==> config.mk <==
export PLATFORM = sky130hd
export DESIGN_NAME = sef_front
export DESIGN_NICKNAME = d
export VERILOG_FILES = /design/src/sef_pkg.sv /design/src/sef_fifo.sv /design/src/sef_front.sv
export SDC_FILE = /design/constraint.sdc
export NUM_CORES = 1
export LEC_CHECK = 0
export BUFFER_PORTS_ARGS = -buffer_cell sky130_fd_sc_hd__buf_2
export CAP_MARGIN = 10
export CORE_ASPECT_RATIO = 2
export CORE_MARGIN = 2
export CORE_UTILIZATION = 65
export CTS_CLUSTER_DIAMETER = 30
export CTS_CLUSTER_SIZE = 8
export DETAILED_ROUTE_END_ITERATION = 8
export GPL_ROUTABILITY_DRIVEN = 0
export PLACE_DENSITY = 0.91
export SLEW_MARGIN = 30
export SYNTH_ARGS = -nofsm -noshare
export SYNTH_HDL_FRONTEND = slang
export SYNTH_SLANG_ARGS = --single-unit
==> constraint.sdc <==
create_clock -name i_clk -period 8.7 [get_ports i_clk]
set_input_delay 0 -clock i_clk [delete_from_list [all_inputs] [get_ports i_clk]]
set_output_delay 0 -clock i_clk [all_outputs]
set_load 0.02 [all_outputs]
==> src/sef_pkg.sv <==
// Shared constants and types of the serial EEPROM bus front end.
// Assumes a 25 MHz system clock; all times become cycle counts here.
package sef_pkg;

  // ----------------------------------------
  // Timing
  // ----------------------------------------
  localparam int unsigned CLK_PERIOD_NS = 40;
  localparam int unsigned GLITCH_NS     = 50;
  // Least time, rounded up
  localparam int unsigned GLITCH_CYC    = (GLITCH_NS + CLK_PERIOD_NS - 1) / CLK_PERIOD_NS;
  localparam int unsigned PU_READY_US   = 100; // 0.1 ms
  // Longest time, rounded down
  localparam int unsigned PU_CYC        = (PU_READY_US * 1000) / CLK_PERIOD_NS;
  localparam int unsigned PROG_TIME_MS  = 5;
  localparam int unsigned PROG_CYC_DEF  = (PROG_TIME_MS * 1000000) / CLK_PERIOD_NS;
  localparam int unsigned PU_W          = 12;
  localparam int unsigned PROG_W        = 17;

  // ----------------------------------------
  // Protocol fields
  // ----------------------------------------
  localparam logic [3:0] SLAVE_PREFIX = 4'ha;
  localparam logic [3:0] BITS_PER_BYTE = 4'h8;
  localparam logic [3:0] LAST_TX_BIT  = 4'h7;
  localparam logic [1:0] BYTE_SLAVE   = 2'h0;
  localparam logic [1:0] BYTE_ADDR_LO = 2'h2;
  localparam logic [1:0] BYTE_DATA    = 2'h3;

  // ----------------------------------------
  // Received byte buffer
  // ----------------------------------------
  localparam int unsigned RX_W     = 9;  // {is_data, byte}
  localparam int unsigned RX_DEPTH = 8;

  typedef enum logic [2:0] {
    S_IDLE = 3'h0,
    S_RECV = 3'h1,
    S_ACK  = 3'h2,
    S_SEND = 3'h3,
    S_MACK = 3'h4
  } sef_state_t;

endpackage

==> src/sef_fifo.sv <==
// Shift-register FIFO; the head word always sits in the first slot.
// Assumes both sides run on the same clock.
`timescale 1ns/1ns
`default_nettype none

module sef_fifo #(
  parameter int unsigned WIDTH = 9,
  parameter int unsigned DEPTH = 8
) (
  input  wire logic             i_clk,
  input  wire logic             i_reset,
  input  wire logic             i_wr_valid,
  input  wire logic [WIDTH-1:0] i_wr_data,
  output logic                  o_wr_ready,
  output logic                  o_rd_valid,
  output logic      [WIDTH-1:0] o_rd_data,
  input  wire logic             i_rd_ready
);
  localparam int unsigned CW = $clog2(DEPTH + 1);
  localparam int unsigned IW = $clog2(DEPTH);

  logic [WIDTH-1:0] mem_r   [DEPTH];
  logic [WIDTH-1:0] mem_nxt [DEPTH];
  logic [CW-1:0]    cnt_r;
  logic [CW-1:0]    cnt_nxt;
  logic             wr_rdy_r;
  logic             rd_vld_r;
  logic             push;
  logic             pop;
  logic [IW-1:0]    widx;

  assign push = i_wr_valid && wr_rdy_r;
  assign pop  = rd_vld_r && i_rd_ready;
  // Head is a flop, so the read side sees no comb path
  assign widx = IW'(cnt_r - CW'(pop));

  always_comb begin
    cnt_nxt = CW'(cnt_r + CW'(push) - CW'(pop));
    for (int i = 0; i < DEPTH; i++) begin
      mem_nxt[i] = mem_r[i];
    end
    if (pop) begin
      for (int i = 0; i < DEPTH - 1; i++) begin
        mem_nxt[i] = mem_r[i + 1];
      end
    end
    if (push) begin
      mem_nxt[widx] = i_wr_data;
    end
  end

  always_ff @(posedge i_clk) begin
    if (i_reset) begin
      cnt_r    <= '0;
      wr_rdy_r <= 1'b1;
      rd_vld_r <= 1'b0;
      for (int i = 0; i < DEPTH; i++) begin
        mem_r[i] <= '0;
      end
    end else begin
      cnt_r    <= cnt_nxt;
      wr_rdy_r <= (cnt_nxt != CW'(DEPTH));
      rd_vld_r <= (cnt_nxt != '0);
      mem_r    <= mem_nxt;
    end
  end

  assign o_wr_ready = wr_rdy_r;
  assign o_rd_valid = rd_vld_r;
  assign o_rd_data  = mem_r[0];

endmodule // sef_fifo

`default_nettype wire

==> src/sef_front.sv <==
// Two-wire bus front end of a serial EEPROM slave.
// Assumes the memory core drains received bytes, supplies read bytes and
// performs programming while busy; i_reset stands for power-on reset.
`timescale 1ns/1ns
`default_nettype none

// Operation
// RQ1 - Leaving reset, logic goes to standby with defined idle state.
// RQ2 - Reset abandons any bus transaction and returns to reset state.
// RQ3 - Commands accepted no later than 0.1 ms after reset release.
// RQ4 - Incoming data bits captured at serial clock rising edge.
// RQ5 - Transmit data changes only after a serial clock falling edge.
// RQ6 - Data pin open drain: pull low for zero, release for one.
// RQ7 - Write protect high blocks every memory write; reads unaffected.
// RQ8 - Undriven protect and select pins read as low.
// RQ9 - Pulses up to 50 ns on clock and data are ignored.
// RQ10 - Device select bits come from the two select pins.
// RQ11 - Master generates serial clock; device only receives it.
// RQ12 - Slave byte: prefix 1010, select bits, top address bit, direction.
// RQ13 - Matching slave address acknowledged by pulling data low on ninth clock.
// RQ14 - No slave address acknowledge while programming is in progress.
// RQ15 - Protect sampled before first data byte; high means nack and reject.
// RQ16 - After write stop, busy for program cycle time, then standby.
// RQ17 - Clock and data oversampled, synchronised and edge qualified.
module sef_front
  import sef_pkg::*;
#(
  parameter int unsigned PROG_CYC = PROG_CYC_DEF
) (
  input  wire logic       i_clk,
  input  wire logic       i_reset,
  input  wire logic       i_scl,
  input  wire logic       i_sda,
  output logic            o_sda_o,
  output logic            o_sda_oe,
  input  wire logic       i_wp,
  input  wire logic       i_device_select_bit_low,
  input  wire logic       i_device_select_bit_high,
  output logic            o_ready,
  output logic            o_busy,
  output logic            o_addr_match,
  output logic            o_read_mode,
  output logic            o_memory_address_top_bit,
  output logic            o_tx_req,
  input  wire logic [7:0] i_tx_data,
  output logic            o_rx_valid,
  output logic [RX_W-1:0] o_rx_data,
  input  wire logic       i_rx_ready,
  output logic            o_prog_start,
  output logic            o_wp_reject
);

  // ----------------------------------------
  // Input synchronisers and glitch filter
  // ----------------------------------------
  logic [1:0] s1_r, s2_r, flt_r, flt_nxt, flt_q_r;
  logic [1:0] gcnt_r [2];
  logic [1:0] gcnt_nxt [2];
  logic [2:0] pin_s1_r, pin_s2_r;
  logic       scl_s2, scl_f;

  always_comb begin
    for (int g = 0; g < 2; g++) begin
      gcnt_nxt[g] = 2'h0;
      flt_nxt[g]  = flt_r[g];
      if (s2_r[g] != flt_r[g]) begin
        // Accept only after a level outlives the glitch width [RQ9]
        if (gcnt_r[g] == 2'(GLITCH_CYC)) begin
          flt_nxt[g] = s2_r[g];
        end else begin
          gcnt_nxt[g] = gcnt_r[g] + 2'h1;
        end
      end
    end
  end

  always_ff @(posedge i_clk) begin
    if (i_reset) begin
      s1_r     <= 2'h3;
      s2_r     <= 2'h3;
      flt_r    <= 2'h3;
      flt_q_r  <= 2'h3;
      gcnt_r   <= '{2'h0, 2'h0};
      pin_s1_r <= 3'h0;
      pin_s2_r <= 3'h0;
    end else begin
      s1_r     <= {i_sda, i_scl}; // Clock only sampled, never driven [RQ11] [RQ17]
      s2_r     <= s1_r;
      flt_r    <= flt_nxt;
      flt_q_r  <= flt_r;
      gcnt_r   <= gcnt_nxt;
      // Float counts as low, like the pull-downs [RQ8]
      pin_s1_r <= {i_wp === 1'b1,
                   i_device_select_bit_high === 1'b1,
                   i_device_select_bit_low === 1'b1};
      pin_s2_r <= pin_s1_r;
    end
  end

  assign scl_s2 = s2_r[0];
  assign scl_f  = flt_r[0];

  logic scl_rise, scl_fall, start_ev, stop_ev;
  logic sda_f, wp_s;
  logic [1:0] sel_s;

  // Edges qualified on filtered levels only [RQ17]
  assign scl_rise = flt_r[0] && !flt_q_r[0];
  assign scl_fall = !flt_r[0] && flt_q_r[0];
  assign start_ev = flt_r[0] && flt_q_r[0] && flt_q_r[1] && !flt_r[1];
  assign stop_ev  = flt_r[0] && flt_q_r[0] && !flt_q_r[1] && flt_r[1];
  assign sda_f    = flt_r[1];
  assign wp_s     = pin_s2_r[2];
  assign sel_s    = pin_s2_r[1:0];

  // ----------------------------------------
  // Power-up delay and program cycle
  // ----------------------------------------
  logic [PU_W-1:0]   pu_cnt_r, pu_cnt_nxt;
  logic [PROG_W-1:0] prog_cnt_r, prog_cnt_nxt;
  logic              ready_r, ready_nxt, busy_r, busy_nxt;
  logic              go_prog;

  always_comb begin
    pu_cnt_nxt   = pu_cnt_r;
    ready_nxt    = ready_r;
    prog_cnt_nxt = prog_cnt_r;
    busy_nxt     = busy_r;
    if (pu_cnt_r == PU_W'(PU_CYC - 1)) begin
      ready_nxt = 1'b1; // [RQ3]
    end else begin
      pu_cnt_nxt = pu_cnt_r + PU_W'(1);
    end
    if (go_prog) begin
      busy_nxt     = 1'b1; // [RQ16]
      prog_cnt_nxt = '0;
    end else if (busy_r) begin
      if (prog_cnt_r == PROG_W'(PROG_CYC - 1)) begin
        busy_nxt = 1'b0;
      end else begin
        prog_cnt_nxt = prog_cnt_r + PROG_W'(1);
      end
    end
  end

  // ----------------------------------------
  // Byte engine
  // ----------------------------------------
  sef_state_t st_r, st_nxt;
  logic [3:0] bit_cnt_r, bit_cnt_nxt;
  logic [7:0] sh_r, sh_nxt;
  logic [1:0] byte_idx_r, byte_idx_nxt;
  logic       rw_r, rw_nxt, top_r, top_nxt, wp_lat_r, wp_lat_nxt;
  logic       wrote_r, wrote_nxt, mack_r, mack_nxt;
  logic       oe_r, oe_nxt, match_r, match_nxt, txr_r, txr_nxt;
  logic       prog_r, rej_r, rej_nxt;
  logic       addr_ok, fifo_push, fifo_rdy, sda_o_r;

  // Prefix and select pins must both agree [RQ10] [RQ12]
  assign addr_ok = (sh_r[7:4] == SLAVE_PREFIX) && (sh_r[3:2] == sel_s);

  always_comb begin
    st_nxt       = st_r;
    bit_cnt_nxt  = bit_cnt_r;
    sh_nxt       = sh_r;
    byte_idx_nxt = byte_idx_r;
    rw_nxt       = rw_r;
    top_nxt      = top_r;
    wp_lat_nxt   = wp_lat_r;
    wrote_nxt    = wrote_r;
    mack_nxt     = mack_r;
    oe_nxt       = oe_r;
    match_nxt    = 1'b0;
    txr_nxt      = 1'b0;
    rej_nxt      = 1'b0;
    fifo_push    = 1'b0;
    go_prog      = 1'b0;
    if (stop_ev) begin
      st_nxt = S_IDLE;
      oe_nxt = 1'b0;
      // Rejected writes never set wrote_r [RQ7]
      go_prog = !rw_r && wrote_r && !wp_lat_r; // [RQ16]
      wrote_nxt = 1'b0;
    end else if (start_ev && ready_r) begin
      st_nxt       = S_RECV; // [RQ3]
      oe_nxt       = 1'b0;
      bit_cnt_nxt  = 4'h0;
      byte_idx_nxt = BYTE_SLAVE;
      wp_lat_nxt   = 1'b0;
      wrote_nxt    = 1'b0;
    end else begin
      unique case (st_r)
        S_IDLE: begin
        end
        S_RECV: begin
          if (scl_rise) begin
            sh_nxt      = {sh_r[6:0], sda_f}; // [RQ4]
            bit_cnt_nxt = bit_cnt_r + 4'h1;
          end else if (scl_fall && bit_cnt_r == BITS_PER_BYTE) begin
            if (byte_idx_r == BYTE_SLAVE) begin
              if (addr_ok && !busy_r) begin // [RQ14]
                oe_nxt    = 1'b1; // [RQ13]
                st_nxt    = S_ACK;
                match_nxt = 1'b1;
                rw_nxt    = sh_r[0];
                top_nxt   = sh_r[1];
              end else begin
                st_nxt = S_IDLE;
              end
            end else if (byte_idx_r == BYTE_DATA && wp_lat_r) begin
              st_nxt  = S_IDLE; // [RQ15]
              rej_nxt = 1'b1;
            end else if (fifo_rdy) begin
              fifo_push = 1'b1;
              oe_nxt    = 1'b1;
              st_nxt    = S_ACK;
              wrote_nxt = wrote_r || (byte_idx_r == BYTE_DATA);
            end else begin
              // Full buffer refuses the byte by not acknowledging
              st_nxt = S_IDLE;
            end
          end
        end
        S_ACK: begin
          if (scl_fall) begin
            bit_cnt_nxt = 4'h0;
            if (!rw_r && byte_idx_r == BYTE_ADDR_LO) begin
              wp_lat_nxt = wp_s; // [RQ15]
            end
            if (rw_r) begin
              st_nxt  = S_SEND;
              sh_nxt  = i_tx_data;
              txr_nxt = 1'b1;
              oe_nxt  = !i_tx_data[7]; // [RQ5] [RQ6]
            end else begin
              st_nxt = S_RECV;
              oe_nxt = 1'b0;
              if (byte_idx_r != BYTE_DATA) begin
                byte_idx_nxt = byte_idx_r + 2'h1;
              end
            end
          end
        end
        S_SEND: begin
          if (scl_fall) begin
            if (bit_cnt_r == LAST_TX_BIT) begin
              st_nxt = S_MACK;
              oe_nxt = 1'b0;
            end else begin
              sh_nxt      = {sh_r[6:0], 1'b0};
              oe_nxt      = !sh_r[6]; // [RQ5] [RQ6]
              bit_cnt_nxt = bit_cnt_r + 4'h1;
            end
          end
        end
        S_MACK: begin
          if (scl_rise) begin
            mack_nxt = !sda_f;
          end else if (scl_fall) begin
            bit_cnt_nxt = 4'h0;
            if (mack_r) begin
              st_nxt  = S_SEND;
              sh_nxt  = i_tx_data;
              txr_nxt = 1'b1;
              oe_nxt  = !i_tx_data[7]; // [RQ5]
            end else begin
              st_nxt = S_IDLE;
            end
          end
        end
        default: begin
          st_nxt = S_IDLE;
          oe_nxt = 1'b0;
        end
      endcase
    end
  end

  // Synchronous power-on reset drops everything, mid-frame too [RQ1] [RQ2]
  always_ff @(posedge i_clk) begin
    if (i_reset) begin
      pu_cnt_r   <= '0;
      ready_r    <= 1'b0;
      prog_cnt_r <= '0;
      busy_r     <= 1'b0;
      st_r       <= S_IDLE;
      bit_cnt_r  <= 4'h0;
      sh_r       <= 8'h00;
      byte_idx_r <= BYTE_SLAVE;
      rw_r       <= 1'b0;
      top_r      <= 1'b0;
      wp_lat_r   <= 1'b0;
      wrote_r    <= 1'b0;
      mack_r     <= 1'b0;
      oe_r       <= 1'b0;
      match_r    <= 1'b0;
      txr_r      <= 1'b0;
      prog_r     <= 1'b0;
      rej_r      <= 1'b0;
      sda_o_r    <= 1'b0;
    end else begin
      pu_cnt_r   <= pu_cnt_nxt;
      ready_r    <= ready_nxt;
      prog_cnt_r <= prog_cnt_nxt;
      busy_r     <= busy_nxt;
      st_r       <= st_nxt;
      bit_cnt_r  <= bit_cnt_nxt;
      sh_r       <= sh_nxt;
      byte_idx_r <= byte_idx_nxt;
      rw_r       <= rw_nxt;
      top_r      <= top_nxt;
      wp_lat_r   <= wp_lat_nxt;
      wrote_r    <= wrote_nxt;
      mack_r     <= mack_nxt;
      oe_r       <= oe_nxt;
      match_r    <= match_nxt;
      txr_r      <= txr_nxt;
      prog_r     <= go_prog;
      rej_r      <= rej_nxt;
      sda_o_r    <= 1'b0; // Pin only ever pulled low [RQ6]
    end
  end

  // ----------------------------------------
  // Received byte buffer
  // ----------------------------------------
  sef_fifo #(
    .WIDTH (RX_W),
    .DEPTH (RX_DEPTH)
  ) u_rx_fifo (
    .i_clk      (i_clk),
    .i_reset    (i_reset),
    .i_wr_valid (fifo_push),
    .i_wr_data  ({byte_idx_r == BYTE_DATA, sh_r}),
    .o_wr_ready (fifo_rdy),
    .o_rd_valid (o_rx_valid),
    .o_rd_data  (o_rx_data),
    .i_rd_ready (i_rx_ready)
  );

  assign o_sda_o                  = sda_o_r;
  assign o_sda_oe                 = oe_r;
  assign o_ready                  = ready_r;
  assign o_busy                   = busy_r;
  assign o_addr_match             = match_r;
  assign o_read_mode              = rw_r;
  assign o_memory_address_top_bit = top_r;
  assign o_tx_req                 = txr_r;
  assign o_prog_start             = prog_r;
  assign o_wp_reject              = rej_r;
endmodule // sef_front

`default_nettype wire

* Yosys cells after proc, flatten, opt, wreduce, memory -nomap -nowiden
Index checks and enable logic that the tools add are counted.
Operators by class: div/mod/pow operators 0, shift operators 0, $mul 0, muxes and demuxes 79, equality and inequality tests 46, $lt $le $gt $ge 2, add/subtract/negate cells 9, bitwise operators 12, reductions and logical operators 57
Operators by type and width (count):
- bitwise mux 72 bit | 1
- 2-to-1 mux 72 bit | 1
- 2-to-1 mux 8 bit | 8
- 2-to-1 mux 63 bit | 1
- 2-to-1 mux 1 bit | 37
- != test 3 bit (second input constant) | 11
- one-hot mux 8 bit (4 select lines) | 1
- demux 9 bit (select 3 bit) | 1
- != test 2 bit (second input constant) | 13
- 2-to-1 mux 3 bit | 8
- 2-to-1 mux 4 bit | 6
- AND reduction 11 bit | 2
- 2-to-1 mux 2 bit | 10
- logical AND 1 bit | 18
- adder 17 x 1 -> 17 bit (second input constant) | 1
- equality test 17 bit (second input constant) | 1
- one-hot mux 4 bit (4 select lines) | 1
- AND reduction 8 bit | 2
- one-hot mux 3 bit (5 select lines) | 1
- OR reduction 7 bit | 2
- adder 12 x 1 -> 12 bit (second input constant) | 1
- equality test 12 bit (second input constant) | 1
- AND reduction 6 bit | 2
- inverter 1 bit | 11
- other kinds (36) | 64
Word-level totals: output and inout bits 20, memory bits (read-only) 0, register bits after elaboration 154, latch bits 0, memory bits (writable) 0, word-level logic and storage cells 244, input bits 16, memories 0

* Logic depth before layout (Yosys ltp)
Gate-level depths: netlist (run 1).
depth after elaboration 13, depth in mapped cells 12, mapped depth without buffers 10

* Hierarchy
Synthesis (run 1) repeated with hierarchy kept, for this count alone.
Second synthesis, totals: cell total of the unflattened synthesis 855, area, all modules 7754.9 sq um
By module, submodules not included:
- sef_fifo | area an instance 3912.5 sq um, cells each 417, instances 1
- sef_front | area an instance 3842.4 sq um, cells each 438, instances 1

* Least setup slack after synthesis (run 1)
OpenSTA, ideal clock, no wires.
path type register -> register, start reg u_rx_fifo.rd_vld_r (netlist: u_rx_fifo.o_rd_valid), end reg u_rx_fifo.mem_r[34] (netlist name), cell stages (with the launch flop) 13, arrival 2.796 ns, path buffers 3, data required time 8.555 ns, path slack 5.759 ns, clock period less this slack 2.941 ns, library setup time 0.145 ns, cell sequence dfxtp_1 nand2_1 clkbuf_1 inv_1 ha_1 ha_1 xor2_1 nand4_1 or4_1 buf_2 buf_6 nor2_1 a211oi_2
On the way: longest elaborated chain between the ends 9, elaborated cells on any way between the ends 11, classes of those cells 1 x add/sub; 2 x order compare; 5 x mux; 1 x bitwise; 2 x reduce/logical
RTL lines:
- from (decl) | RTL line sef_fifo.sv:27 | logic rd_vld_r;
- from (signal assigned) | RTL line sef_fifo.sv:63 | rd_vld_r <= (cnt_nxt != '0);
- logical AND 1 bit (*) | RTL line sef_fifo.sv:33 | assign pop = rd_vld_r && i_rd_ready;
- subtractor 3 x 1 -> 3 bit | RTL line sef_fifo.sv:35 | assign widx = IW'(cnt_r - CW'(pop));
- inverter 3 -> 4 bit (implied by the code) | RTL line sef_fifo.sv:48 | mem_nxt[widx] = i_wr_data;
- >= comparator 4 bit (implied by the code) or < comparator 4 x 1 -> 1 bit (tied branches) | RTL line sef_fifo.sv:48
- logical AND 1 bit (implied by the code) | RTL line sef_fifo.sv:48
- 2-to-1 mux 9 bit (implied by the code) | RTL line sef_fifo.sv:48
- demux 9 bit (select 3 bit) | RTL line sef_fifo.sv:48
- bitwise mux 72 bit | RTL line sef_fifo.sv:48
- 2-to-1 mux 72 bit (*) | RTL line sef_fifo.sv:47 | if (push) begin
- to (signal assigned) | RTL line sef_fifo.sv:64 | mem_r <= mem_nxt;
- to (decl) | RTL line sef_fifo.sv:22 | logic [WIDTH-1:0] mem_r [DEPTH];
Every way passes the cells marked *; elsewhere a longest branch is shown, timed or not. A chain may end at the register's enable or synchronous reset.

* Worst setup path after layout (run 1)
start reg u_rx_fifo.rd_vld_r (netlist: u_rx_fifo.o_rd_valid), end reg u_rx_fifo.mem_r[30] (netlist name)
The elaborated chain is that of the path after synthesis.

==> results of run 1 <==
metal layers:
metal	part of all wire [%]	wire length [µm]	up-vias	GRT usage, %
met5	0	0	-	0
met2	54	8879	197	50.95
met1	37	6080	2747	29.10
li1	-	-	2744	-
met3	4.0	650	60	4.456
met4	4.6	748	0	15.42
kinds of logic after synthesis:
logic type | share of synthesized area (%)
buffers and inverters | 5.932
DFF | 41.06
other | 0.04994
muxes | 11.33
xor gates and xnor gates | 4.199
adders and majority gates | 2.600
AOI/OAI and AO/OA | 15.08
and+or+nand+nor | 19.75
power by group:
part / internal [mW] / leakage, nW / switching (mW) / total, mW
clock network: 0.458 / 0.303 / 0.311 / 0.769
registers: 0.721 / 1.24 / 0.0135 / 0.734
logic: 0.0783 / 1.86 / 0.108 / 0.186
total: 1.26 / 3.41 / 0.433 / 1.69
through the flow:
| step | instances | power [mW] |
|---|---|---|
| detailed placement | 896 | 0.9300 |
| global placement | 896 | 0.9208 |
| global route | 937 | 1.745 |
| floorplan | 787 | 0.8914 |
| CTS | 937 | 1.693 |
| finish | 937 | 1.690 |
path summary, 6_finish.rpt:
check	end	slack, ns	cells after the start
worst max register to register	u_rx_fifo.mem_r[30]$_SDFF_PP0_	5.43	9
worst max-delay path	u_rx_fifo.mem_r[30]$_SDFF_PP0_	5.43	9
worst min register to register	s2_r[1]$_SDFF_PP1_	0.41	1
worst min-delay path	sh_r[3]$_SDFFE_PP0P_	0.02	4
worst reg2reg max path: stages, from the launching register on:
cell	delay [ns]
dfxtp_1	0.36
nand2_8	0.46
inv_1	0.18
ha_1	0.26
ha_1	0.25
xor2_1	0.23
nand4_1	0.17
or4_1	0.82
nor2_1	0.29
a211oi_2	0.08
cells in the mapped netlist (3+ instances only):
master    count  area (µm²)
buf_2        14       70.07
a211oi_1      9       67.56
ha_1         14       175.2
nand2b_1      6       37.54
inv_1        16       60.06
xnor2_1      20       175.2
nand2_1      24       90.09
clkbuf_1     34       127.6
nand4_1       9       56.30
buf_4        13       97.59
and3b_1       3       26.28
dfxtp_1     154        3083
a211oi_2     55       688.2
o21ai_0      12       60.06
xor2_1       16       140.1
or2_2         7       43.79
nand3b_1      5       37.54
a21oi_1      24       120.1
and3_1        6       37.54
or4_1         8       60.06
mux2i_1      85       850.8
or3_1        12       75.07
nand3_1      19       95.09
nor2b_1      17       106.4
nor2_1      130       488.0
buf_6         8       90.09
and4_1        4       35.03
nor3_1       14       70.07
nor4_1        5       31.28
state kept, by name, indices dropped and copies added, names as in the netlist, 4 cells and up, named ones only:
| signal | flops |
|---|---|
| prog_cnt_r | 17 |
| bit_cnt_r | 4 |
| u_rx_fifo.o_rd_data | 9 |
| u_rx_fifo.cnt_r | 4 |
| u_rx_fifo.mem_r | 54 |
| sh_r | 8 |
| pu_cnt_r | 12 |
| gcnt_r | 4 |
final cells by class:
| class | count | area [µm²] |
|---|---|---|
| sequential | 154 | 3083 |
| fill | 747 | 3068 |
| clock buffer | 17 | 425.4 |
| inverter | 16 | 60.06 |
| clock inverter | 15 | 187.7 |
| multi-input combinational | 548 | 4003 |
| tap | 142 | 177.7 |
| timing repair buffer | 45 | 281.5 |
==> metrics.md, run 1 <==
| Metric | Value |
|---|---|
| Vias per std cell | 6.134 |
| First-pass GRT wire length | 27,370 µm |
| Most frequent cells in the layout | dfxtp_1, nor2_1, mux2i_1, a211oi_2, buf_2 |
| H-tree depth | 4 |
| Slowest-stage cell, CP | or4_1 |
| CTS-repair resized insts | 0 |
| Final worst slack | 5.433 ns |
| Status | finished, final reports clean |
| All-Layer GR Usage | 27.77% |
| Maximum vdd drop | 0.2284 mV |
| Hold/Removal Path Class | in -> reg |
| Clock net sink count | 154 |
| Area grow syn2layout | 9.448% |
| Relative slew slack | 42.50% |
| Startpoint types | flop |
| Initial antenna violation count | 0 |
| Hold WS | 0.02203 ns |
| Cts hold-fix bufs | 9 |
| Worst-Skew Late Latency | 0.43 ns |
| Period minus WS final | 3.267 ns |
| Post-synthesis register bit count | 154 |
| Post-synth EDFFs | 0 |
| DP HPWL | 10,720 µm |
| CP max FO | 64 |
| Pwr/cell area | 205.6 nW/µm² |
| Drt first pass iters | 6 |
| Root buffer cell | clkbuf_16 |
| Final period util | 37.56% |
| DR vias | 5,748 |
| Crit path cell chain | nand2_8 > inv_1 > ha_1 > ha_1 > xor2_1 > nand4_1 > or4_1 > nor2_1 > a211oi_2 |
| Final Instance Area | 8218 µm² |
| Starting Density | 66.53% |
| Worst Setup SP | u_rx_fifo.o_rd_valid$_SDFF_PP0_ |
| Die W | 80 µm |
| Worst path top cell family by delay | simple AND/OR/NAND/NOR gates |
| Cell Area, Placed | 7506 µm² |
| Unrepaired setup endpoints after global routing | false |
| Sum Neg Setup Slack | 0 ns |
| Max Slew Vio Count | 0 |
| PortBufs | 34 |
| Async S/R FF share, synth | 0% |
| FMAX | 306.1 MHz |
| NumNets Final | 813 |
| Die Height | 156.0 µm |
| Iteration-0 DRC Markers | 428 |
| Post-layout util | 72.82% |
| Unique masters post-synth | 65 |
| CTS clock-pin slew for the worst setup and hold paths | 0.06 ns |
| Top FF cell, synth | dfxtp_1 |
| Cells after Synth | 787 |
| Final ANT Viol Nets | 0 |
| Place WS | 5.290 ns |
| Reg2reg start | u_rx_fifo.o_rd_valid$_SDFF_PP0_ |
| Pin count of the biggest net entering global routing | 91 |
| CTS tree | done |
| Maximum capacitance violations | 0 |
| Setup violators final | 0 |
| Vias in the first global route | 5,866 |
| Pleak | 3.410 nW |
| Diode count | 0 |
| # rows | 55 |
| Crit path buf inv count | 1 |
| YS warnings | 0 |
| Setup Buffers After CTS | 0 |
| WP data required | 8.96 ns |
| CP Class | reg -> reg |
| Sequential-to-total area share from yosys stat | 41.06% |
| HP Start | i_tx_data[3] |
| Post-Syn Nets | 818 |
| Routed WL | 16,360 µm |
| Top Ports | 36 |
| Residual DRC count | 0 |
| Overflow left after global routing | 0 |
| Worst EP arrival | 3.53 ns |
| DR WL/cell | 17.46 µm |
| Commonest non-fill, non-tap cell in the layout | dfxtp_1 |
| Post-Syn Area | 7508 µm² |
| Worst Skew | 0.01002 ns |
| Clk buf depth | 2 |
| Num CTS Buffers | 17 |
| Crit path top cell by count | ha_1 |
| Layout cells sized above 1 | 17.74% |
| Worst Max-Slew Pin Slew | 0.8624 ns |
| Die ar. | 12,480 µm² |
| Final hold vios | 0 |
| Syn avg cell area | 9.541 µm² |
| Core Region | 11,290 µm² |
| Crit path capture type | flop |
| Largest stage delay, worst path | 0.82 ns |
(Power assumes the default switching activity.)
==> run 2, diff against run 1 <==
Settings changed: CORE_UTILIZATION 65 to 56, PLACE_DENSITY 0.91 to 0.84.
Clock period 8.7 ns to 2.9 ns, I/O delays scaled along.
==> run 2 against run 1 <==
- the flow now finishes with violations (design-rule violations)
- count of clock-buffer cells in the layout increased by 1
- sequential cell count unchanged
- final cell count increased by 1.6%
- critical path depth unchanged
- routed wire length decreased by 5.1%
- utilization decreased by 9.7 points
- via count decreased by 1.3%
- critical endpoint is now u_rx_fifo.mem_r[29]$_SDFF_PP0_
- largest cell class unchanged
==> metrics.md, run 2 (same netlist as run 1, synthesis figures left out) <==
| Metric | Value |
|---|---|
| Setup violators final | 0 (unchanged) |
| H-tree depth | 4 (unchanged) |
| Die W | 85.88 µm (+7.3%) |
| CP Class | reg -> reg |
| Status | complete, but fails checks |
| DR WL/cell | 16.30 µm (-6.6%) |
| Initial antenna violation count | 0 (unchanged) |
| Top Registers | u_rx_fifo.mem_r: 54 flops, prog_cnt_r: 17 flops, pu_cnt_r: 12 flops |
| Routed WL | 15,520 µm (-5.1%) |
| Maximum capacitance violations | 0 (unchanged) |
| First-pass GRT wire length | 25,810 µm (-5.7%) |
| Worst EP arrival | 2.89 ns (-0.64 ns) |
| Worst Skew | 0.01152 ns (+0.001501 ns) |
| Final ANT Viol Nets | 0 (unchanged) |
| Post-layout util | 63.14% (-9.7 points) |
| PortBufs | 34 (unchanged) |
| Reg2reg path depth | 9 (unchanged) |
| Iteration-0 DRC Markers | 436 (+1.9%) |
| Sum Neg Setup Slack | 0 ns (unchanged) |
| Worst Setup SP | u_rx_fifo.o_rd_valid$_SDFF_PP0_ |
| Critical path destination | u_rx_fifo.mem_r[29]$_SDFF_PP0_ |
| Largest stage delay, worst path | 0.82 ns (about the same) |
| Worst Max-Slew Pin Slew | 0.8026 ns (-0.05987 ns) |
| Core Region | 13,070 µm² (+16%) |
| Top Ports | 36 (unchanged) |
| Vias per std cell | 5.958 (-2.9%) |
| WP data required | 3.18 ns (-5.78 ns) |
| Crit path capture type | flop |
| R2R setup slack | 0.29 ns (-5.14 ns) |
| Vias in the first global route | 5,507 (-6.1%) |
| Startpoint types | flop |
| Commonest non-fill, non-tap cell in the layout | dfxtp_1 |
| Layout cells sized above 1 | 18.38% (+0.64 points) |
| Worst reg2reg endpoint | u_rx_fifo.mem_r[29]$_SDFF_PP0_ |
| Starting Density | 57.46% (-9.1 points) |
| Residual DRC count | 3 (+3) |
| Die ar. | 14,410 µm² (+15%) |
| Cts hold-fix bufs | 8 (-1) |
| Slowest-stage cell, CP | or4_1 |
| Max FFs per register | 54 (unchanged) |
| Overflow left after global routing | 0 (unchanged) |
| NumNets Final | 819 (+0.74%) |
| Drt first pass iters | 9 (+3) |
| Worst-Skew Late Latency | 0.43 ns (about the same) |
| All-Layer GR Usage | 22.35% (-5.4 points) |
| Pleak | 3.417 nW (+0.21%) |
| Unrepaired setup endpoints after global routing | false |
| # rows | 59 (+7.3%) |
| CTS-repair resized insts | 0 (unchanged) |
| FMAX | 383.3 MHz (+25%) |
| Clk buf depth | 2 (unchanged) |
| CTS tree | done |
| Reg2reg start | u_rx_fifo.o_rd_valid$_SDFF_PP0_ |
| Crit path top cell by count | ha_1 |
| CTS clock-pin slew for the worst setup and hold paths | 0.07 ns (about the same) |
| Die Height | 167.8 µm (+7.5%) |
| Root buffer cell | clkbuf_16 |
| Num CTS Buffers | 17 (unchanged) |
| Hold/Removal Path Class | in -> reg |
| Clock net sink count | 154 (unchanged) |
| Setup Buffers After CTS | 0 (unchanged) |
| Area grow syn2layout | 9.882% |
| Pwr/cell area | 607.1 nW/µm² (+200%) |
| Period minus WS final | 2.609 ns (-0.6587 ns) |
| DR vias | 5,672 (-1.3%) |
| Crit path cell chain | nand2_4 > inv_1 > ha_1 > ha_1 > xor2_1 > nand4_1 > or4_1 > nor2_1 > a211oi_2 |
| Maximum vdd drop | 0.5355 mV (+130%) |
| Most frequent cells in the layout | dfxtp_1, nor2_1, mux2i_1, a211oi_2, buf_2 |
| Diode count | 0 (unchanged) |
| Failing checks | design-rule violations |
| Final hold vios | 0 (unchanged) |
| Pin count of the biggest net entering global routing | 88 (-3.3%) |
| Most flops, register | u_rx_fifo.mem_r |
| Final period util | 89.95% (+52 points) |
| Relative slew slack | 46.50% (+4.0 points) |
| DP HPWL | 10,330 µm (-3.6%) |
| CP max FO | 18 (-72%) |
| Hold WS | 0.009656 ns (-0.01237 ns) |
| Max Slew Vio Count | 0 (unchanged) |
==> run 2: cell count changes in the layout (fill, tap and decap cells not counted) <==
cell / previous run / this run
inv_6: 5 / 4
nand2_4: 0 / 1
nand2_8: 1 / 0
bufinv_16: 3 / 2
buf_4: 2 / 8
dlygate4sd3_1: 9 / 8
buf_6: 1 / 2
clkbuf_8: 0 / 1
clkinv_2: 3 / 0
clkinvlp_4: 1 / 4
==> run 2: stage by stage <==
step                setup WS, ns  std cells  cell area [µm²]  power [mW]
floorplan                 0.1200        787             7510       2.674
global placement          0.3970        913             7567       2.778
detailed placement        0.3481        913             7571       2.786
CTS                       0.3151        952             8247       5.022
global route              0.1565        952             8250       5.155
finish                    0.2914        952             8250       5.009
==> run 2: power breakdown <==
part / internal, mW / total (mW) / switching (mW)
Sequential: 2.16 / 2.19 / 0.0330
Combinational: 0.235 / 0.559 / 0.324
Clock: 1.31 / 2.26 / 0.947
==> run 2: area by class of cell <==
type	instances	area [µm²]
Clock inverter	13	156.4
Sequential cell	154	3083
Timing Repair Buffer	51	327.8
Inverter	16	60.06
Clock buffer	18	439.2
Fill cell	1046	4816
Tap cell	152	190.2
Multi-Input combinational cell	548	3994
==> run 2: how the worst min path moves through the flow <==
| stage | from | end | slack [ns] | cells after the start |
|---|---|---|---|---|
| global placement | i_sda | s1_r[1]$_SDFF_PP1_ | 0.18 | 2 |
| CTS | i_tx_data[2] | sh_r[2]$_SDFFE_PP0P_ | 0.002 | 4 |
| floorplan | i_scl | s1_r[0]$_SDFF_PP1_ | 0.10 | 1 |
| detailed placement | i_sda | s1_r[1]$_SDFF_PP1_ | 0.18 | 2 |
| global route | i_tx_data[2] | sh_r[2]$_SDFFE_PP0P_ | 0.02 | 4 |
| finish | i_tx_data[2] | sh_r[2]$_SDFFE_PP0P_ | 0.01 | 4 |
==> run 2: critical path: cells and delay by family (launching register included) <==
family	cells	cell delay, ns
simple gates	4	1.32
fa+ha+maj	2	0.42
flops	1	0.38
xor+xnor	1	0.21
compound gates	1	0.07
buf+inv	1	0.05
==> run 2: layer usage <==
| metal | global-route usage (%) | part of all wire, % | vias to the layer above |
|---|---|---|---|
| met1 | 23.38 | 38 | 2685 |
| met3 | 4.239 | 3.9 | 57 |
| met4 | 11.87 | 4.3 | 0 |
| met5 | 0 | 0 | - |
| met2 | 40.82 | 54 | 176 |
| li1 | - | - | 2754 |
==> run 3, diff against run 2 <==
Settings changed: CAP_MARGIN 10 to default, GPL_TIMING_DRIVEN from default to 0.
==> run 3 against run 2 <==
- the run still ends with design-rule violations left
- routed wire length increased by 11%
- register-to-register slack got worse by 0.09 ns
- worst setup slack got worse by 0.093 ns
- combinational power increased by 3%
- final cell count increased by 5.9%
- first-iteration DRC count decreased by 33%
- utilization increased by 1.9 points
- clock power decreased by 4%
- die area unchanged
- non-clock buffer count increased by 55
- sequential share of layout area decreased by 1.1 points
- count of clock-buffer cells in the layout decreased by 1
- critical path type unchanged
- critical endpoint is now u_rx_fifo.mem_r[52]$_SDFF_PP0_
- largest cell class unchanged
- largest power group is now sequential cells
==> metrics.md, run 3 (same netlist as run 1, synthesis figures left out) <==
| Metric | Value |
|---|---|
| DR vias | 5,865 (+3.4%) |
| Max Slew Vio Count | 0 (unchanged) |
| Worst Max-Slew Pin Slew | 0.7954 ns (-0.007114 ns) |
| CTS tree | done |
| Maximum capacitance violations | 0 (unchanged) |
| Routed WL | 17,160 µm (+11%) |
| Drt first pass iters | 7 (-2) |
| Layout cells sized above 1 | 20.21% (+1.8 points) |
| Max FFs per register | 54 (unchanged) |
| Area grow syn2layout | 13.20% |
| Startpoint types | flop |
| PortBufs | 33 (-2.9%) |
| Root buffer cell | clkbuf_16 |
| Iteration-0 DRC Markers | 291 (-33%) |
| Residual DRC count | 3 (unchanged) |
| Crit path capture type | flop |
| Die W | 85.88 µm (unchanged) |
| Clock net sink count | 154 (unchanged) |
| All-Layer GR Usage | 25.15% (+2.8 points) |
| Final ANT Viol Nets | 0 (unchanged) |
| Most flops, register | u_rx_fifo.mem_r |
| Final Instance Area | 8499 µm² (+3.0%) |
| Failing checks | design-rule violations |
| Most frequent cells in the layout | dfxtp_1, nor2_1, mux2i_1, a211oi_2, buf_2 |
| # rows | 59 (unchanged) |
| CP max FO | 19 (+1) |
| Worst Setup SP | u_rx_fifo.o_rd_valid$_SDFF_PP0_ |
| Pin count of the biggest net entering global routing | 17 (-81%) |
| Num CTS Buffers | 17 (unchanged) |
| Cell Area, Placed | 7865 µm² (+3.9%) |
| Worst-Skew Late Latency | 0.43 ns (about the same) |
| Die ar. | 14,410 µm² (unchanged) |
| H-tree depth | 4 (unchanged) |
| Reg2reg start | u_rx_fifo.o_rd_valid$_SDFF_PP0_ |
| Worst reg2reg endpoint | u_rx_fifo.mem_r[52]$_SDFF_PP0_ |
| CP Class | reg -> reg |
| Post-layout util | 65.05% (+1.9 points) |
| FMAX | 370.1 MHz (-3.5%) |
| Starting Density | 57.46% (unchanged) |
| Vias per std cell | 5.818 (-2.3%) |
| Period minus WS final | 2.702 ns (+0.09322 ns) |
| Core Region | 13,070 µm² (unchanged) |
| Setup violators final | 0 (unchanged) |
| WP data required | 3.19 ns (about the same) |
| Top Registers | u_rx_fifo.mem_r: 54 flops, prog_cnt_r: 17 flops, pu_cnt_r: 12 flops |
| Status | complete, but fails checks |
| Place WS | -0.2292 ns (-0.5772 ns) |
| Final hold vios | 0 (unchanged) |
| Hold depth | 4 (unchanged) |
| First-pass GRT wire length | 28,590 µm (+11%) |
| Unrepaired setup endpoints after global routing | false |
| Top Ports | 36 (unchanged) |
| Overflow left after global routing | 0 (unchanged) |
| Worst Skew | 0.01023 ns (-0.001288 ns) |
| Initial antenna violation count | 0 (unchanged) |
| DR WL/cell | 17.02 µm (+4.4%) |
| Setup Buffers After CTS | 0 (unchanged) |
| Final worst slack | 0.1982 ns (-0.09322 ns) |
| Commonest non-fill, non-tap cell in the layout | dfxtp_1 |
| Relative slew slack | 46.97% (+0.47 points) |
| Reg2reg path depth | 11 (+2) |
| R2R setup slack | 0.20 ns (-0.09 ns) |
| Clk buf depth | 2 (unchanged) |
| Maximum vdd drop | 0.4955 mV (-7.5%) |
| Pleak | 3.558 nW (+4.1%) |
| Hold/Removal Path Class | in -> reg |
| NumNets Final | 874 (+6.7%) |
| Critical path destination | u_rx_fifo.mem_r[52]$_SDFF_PP0_ |
| Final period util | 93.17% (+3.2 points) |
| DP HPWL | 12,300 µm (+19%) |
| Worst EP arrival | 2.99 ns (+0.10 ns) |
| Pwr/cell area | 583.1 nW/µm² (-4.0%) |
| Diode count | 0 (unchanged) |
| CTS clock-pin slew for the worst setup and hold paths | 0.07 ns (about the same) |
| Die Height | 167.8 µm (unchanged) |
| Vias in the first global route | 6,033 (+9.6%) |
==> run 3: worst min path at each step <==
stage | start | to | slack [ns]
2_1_floorplan | i_scl | s1_r[0]$_SDFF_PP1_ | 0.10
3_3_place_gp | i_scl | s1_r[0]$_SDFF_PP1_ | 0.18
3_5_place_dp | i_scl | s1_r[0]$_SDFF_PP1_ | 0.18
4_1_cts | i_tx_data[5] | sh_r[5]$_SDFFE_PP0P_ | 0.009
5_1_grt | i_tx_data[2] | sh_r[2]$_SDFFE_PP0P_ | 0.04
6_report | i_tx_data[3] | sh_r[3]$_SDFFE_PP0P_ | 0.01
==> run 3: metrics by stage <==
step / instances / total power [mW] / setup TNS (ns) / hold WS, ns
floorplan: 787 / 2.674 / 0 / 0.1038
global placement: 972 / 2.788 / -4.744 / 0.1824
detailed placement: 972 / 2.796 / -8.876 / 0.1849
CTS: 1009 / 4.965 / 0 / 0.009327
global route: 1008 / 5.130 / 0 / 0.04190
finish: 1008 / 4.956 / 0 / 0.01137
==> run 3: per-layer routing <==
metal,wire length (µm),GRT usage (%),vias up
met5,0,0,-
met4,894,15.87,0
met3,589,4.534,56
met2,9365,46.34,152
met1,6309,24.95,2796
li1,-,-,2861
==> run 3: power breakdown <==
| group | internal, mW | total (mW) | switching, mW |
|---|---|---|---|
| registers | 2.16 | 2.20 | 0.0345 |
| logic | 0.238 | 0.576 | 0.338 |
| clock network | 1.21 | 2.18 | 0.972 |
==> run 3: final cells by class <==
| type | instances | area, µm² |
|---|---|---|
| fillers | 1022 | 4567 |
| inverters | 16 | 60.06 |
| multi-input cells | 548 | 3990 |
| well taps | 152 | 190.2 |
| repair buffers | 38 | 215.2 |
| clock inverters | 15 | 153.9 |
| plain buffers | 68 | 381.6 |
| flip-flops and latches | 154 | 3083 |
| clock buffers | 17 | 425.4 |
==> run 3: timing repair <==
| item | CTS | global route |
|---|---|---|
| hold buffers | 5 | 0 |
| hold endpoints to repair | 5 | 0 |
| resized for setup | 3 | 2 |
| setup endpoints to repair | 73 | 52 |
==> run 3: worst max-delay path, cell delays in order, from the launching register on <==
cell and delay, ns:
dfxtp_1 0.40, nand2_4 0.22, inv_1 0.11, ha_1 0.22, inv_1 0.07, ha_2 0.38, inv_1 0.08, or4_1 0.50
buf_2 0.20, buf_6 0.17, nor2_1 0.14, a211oi_2 0.06
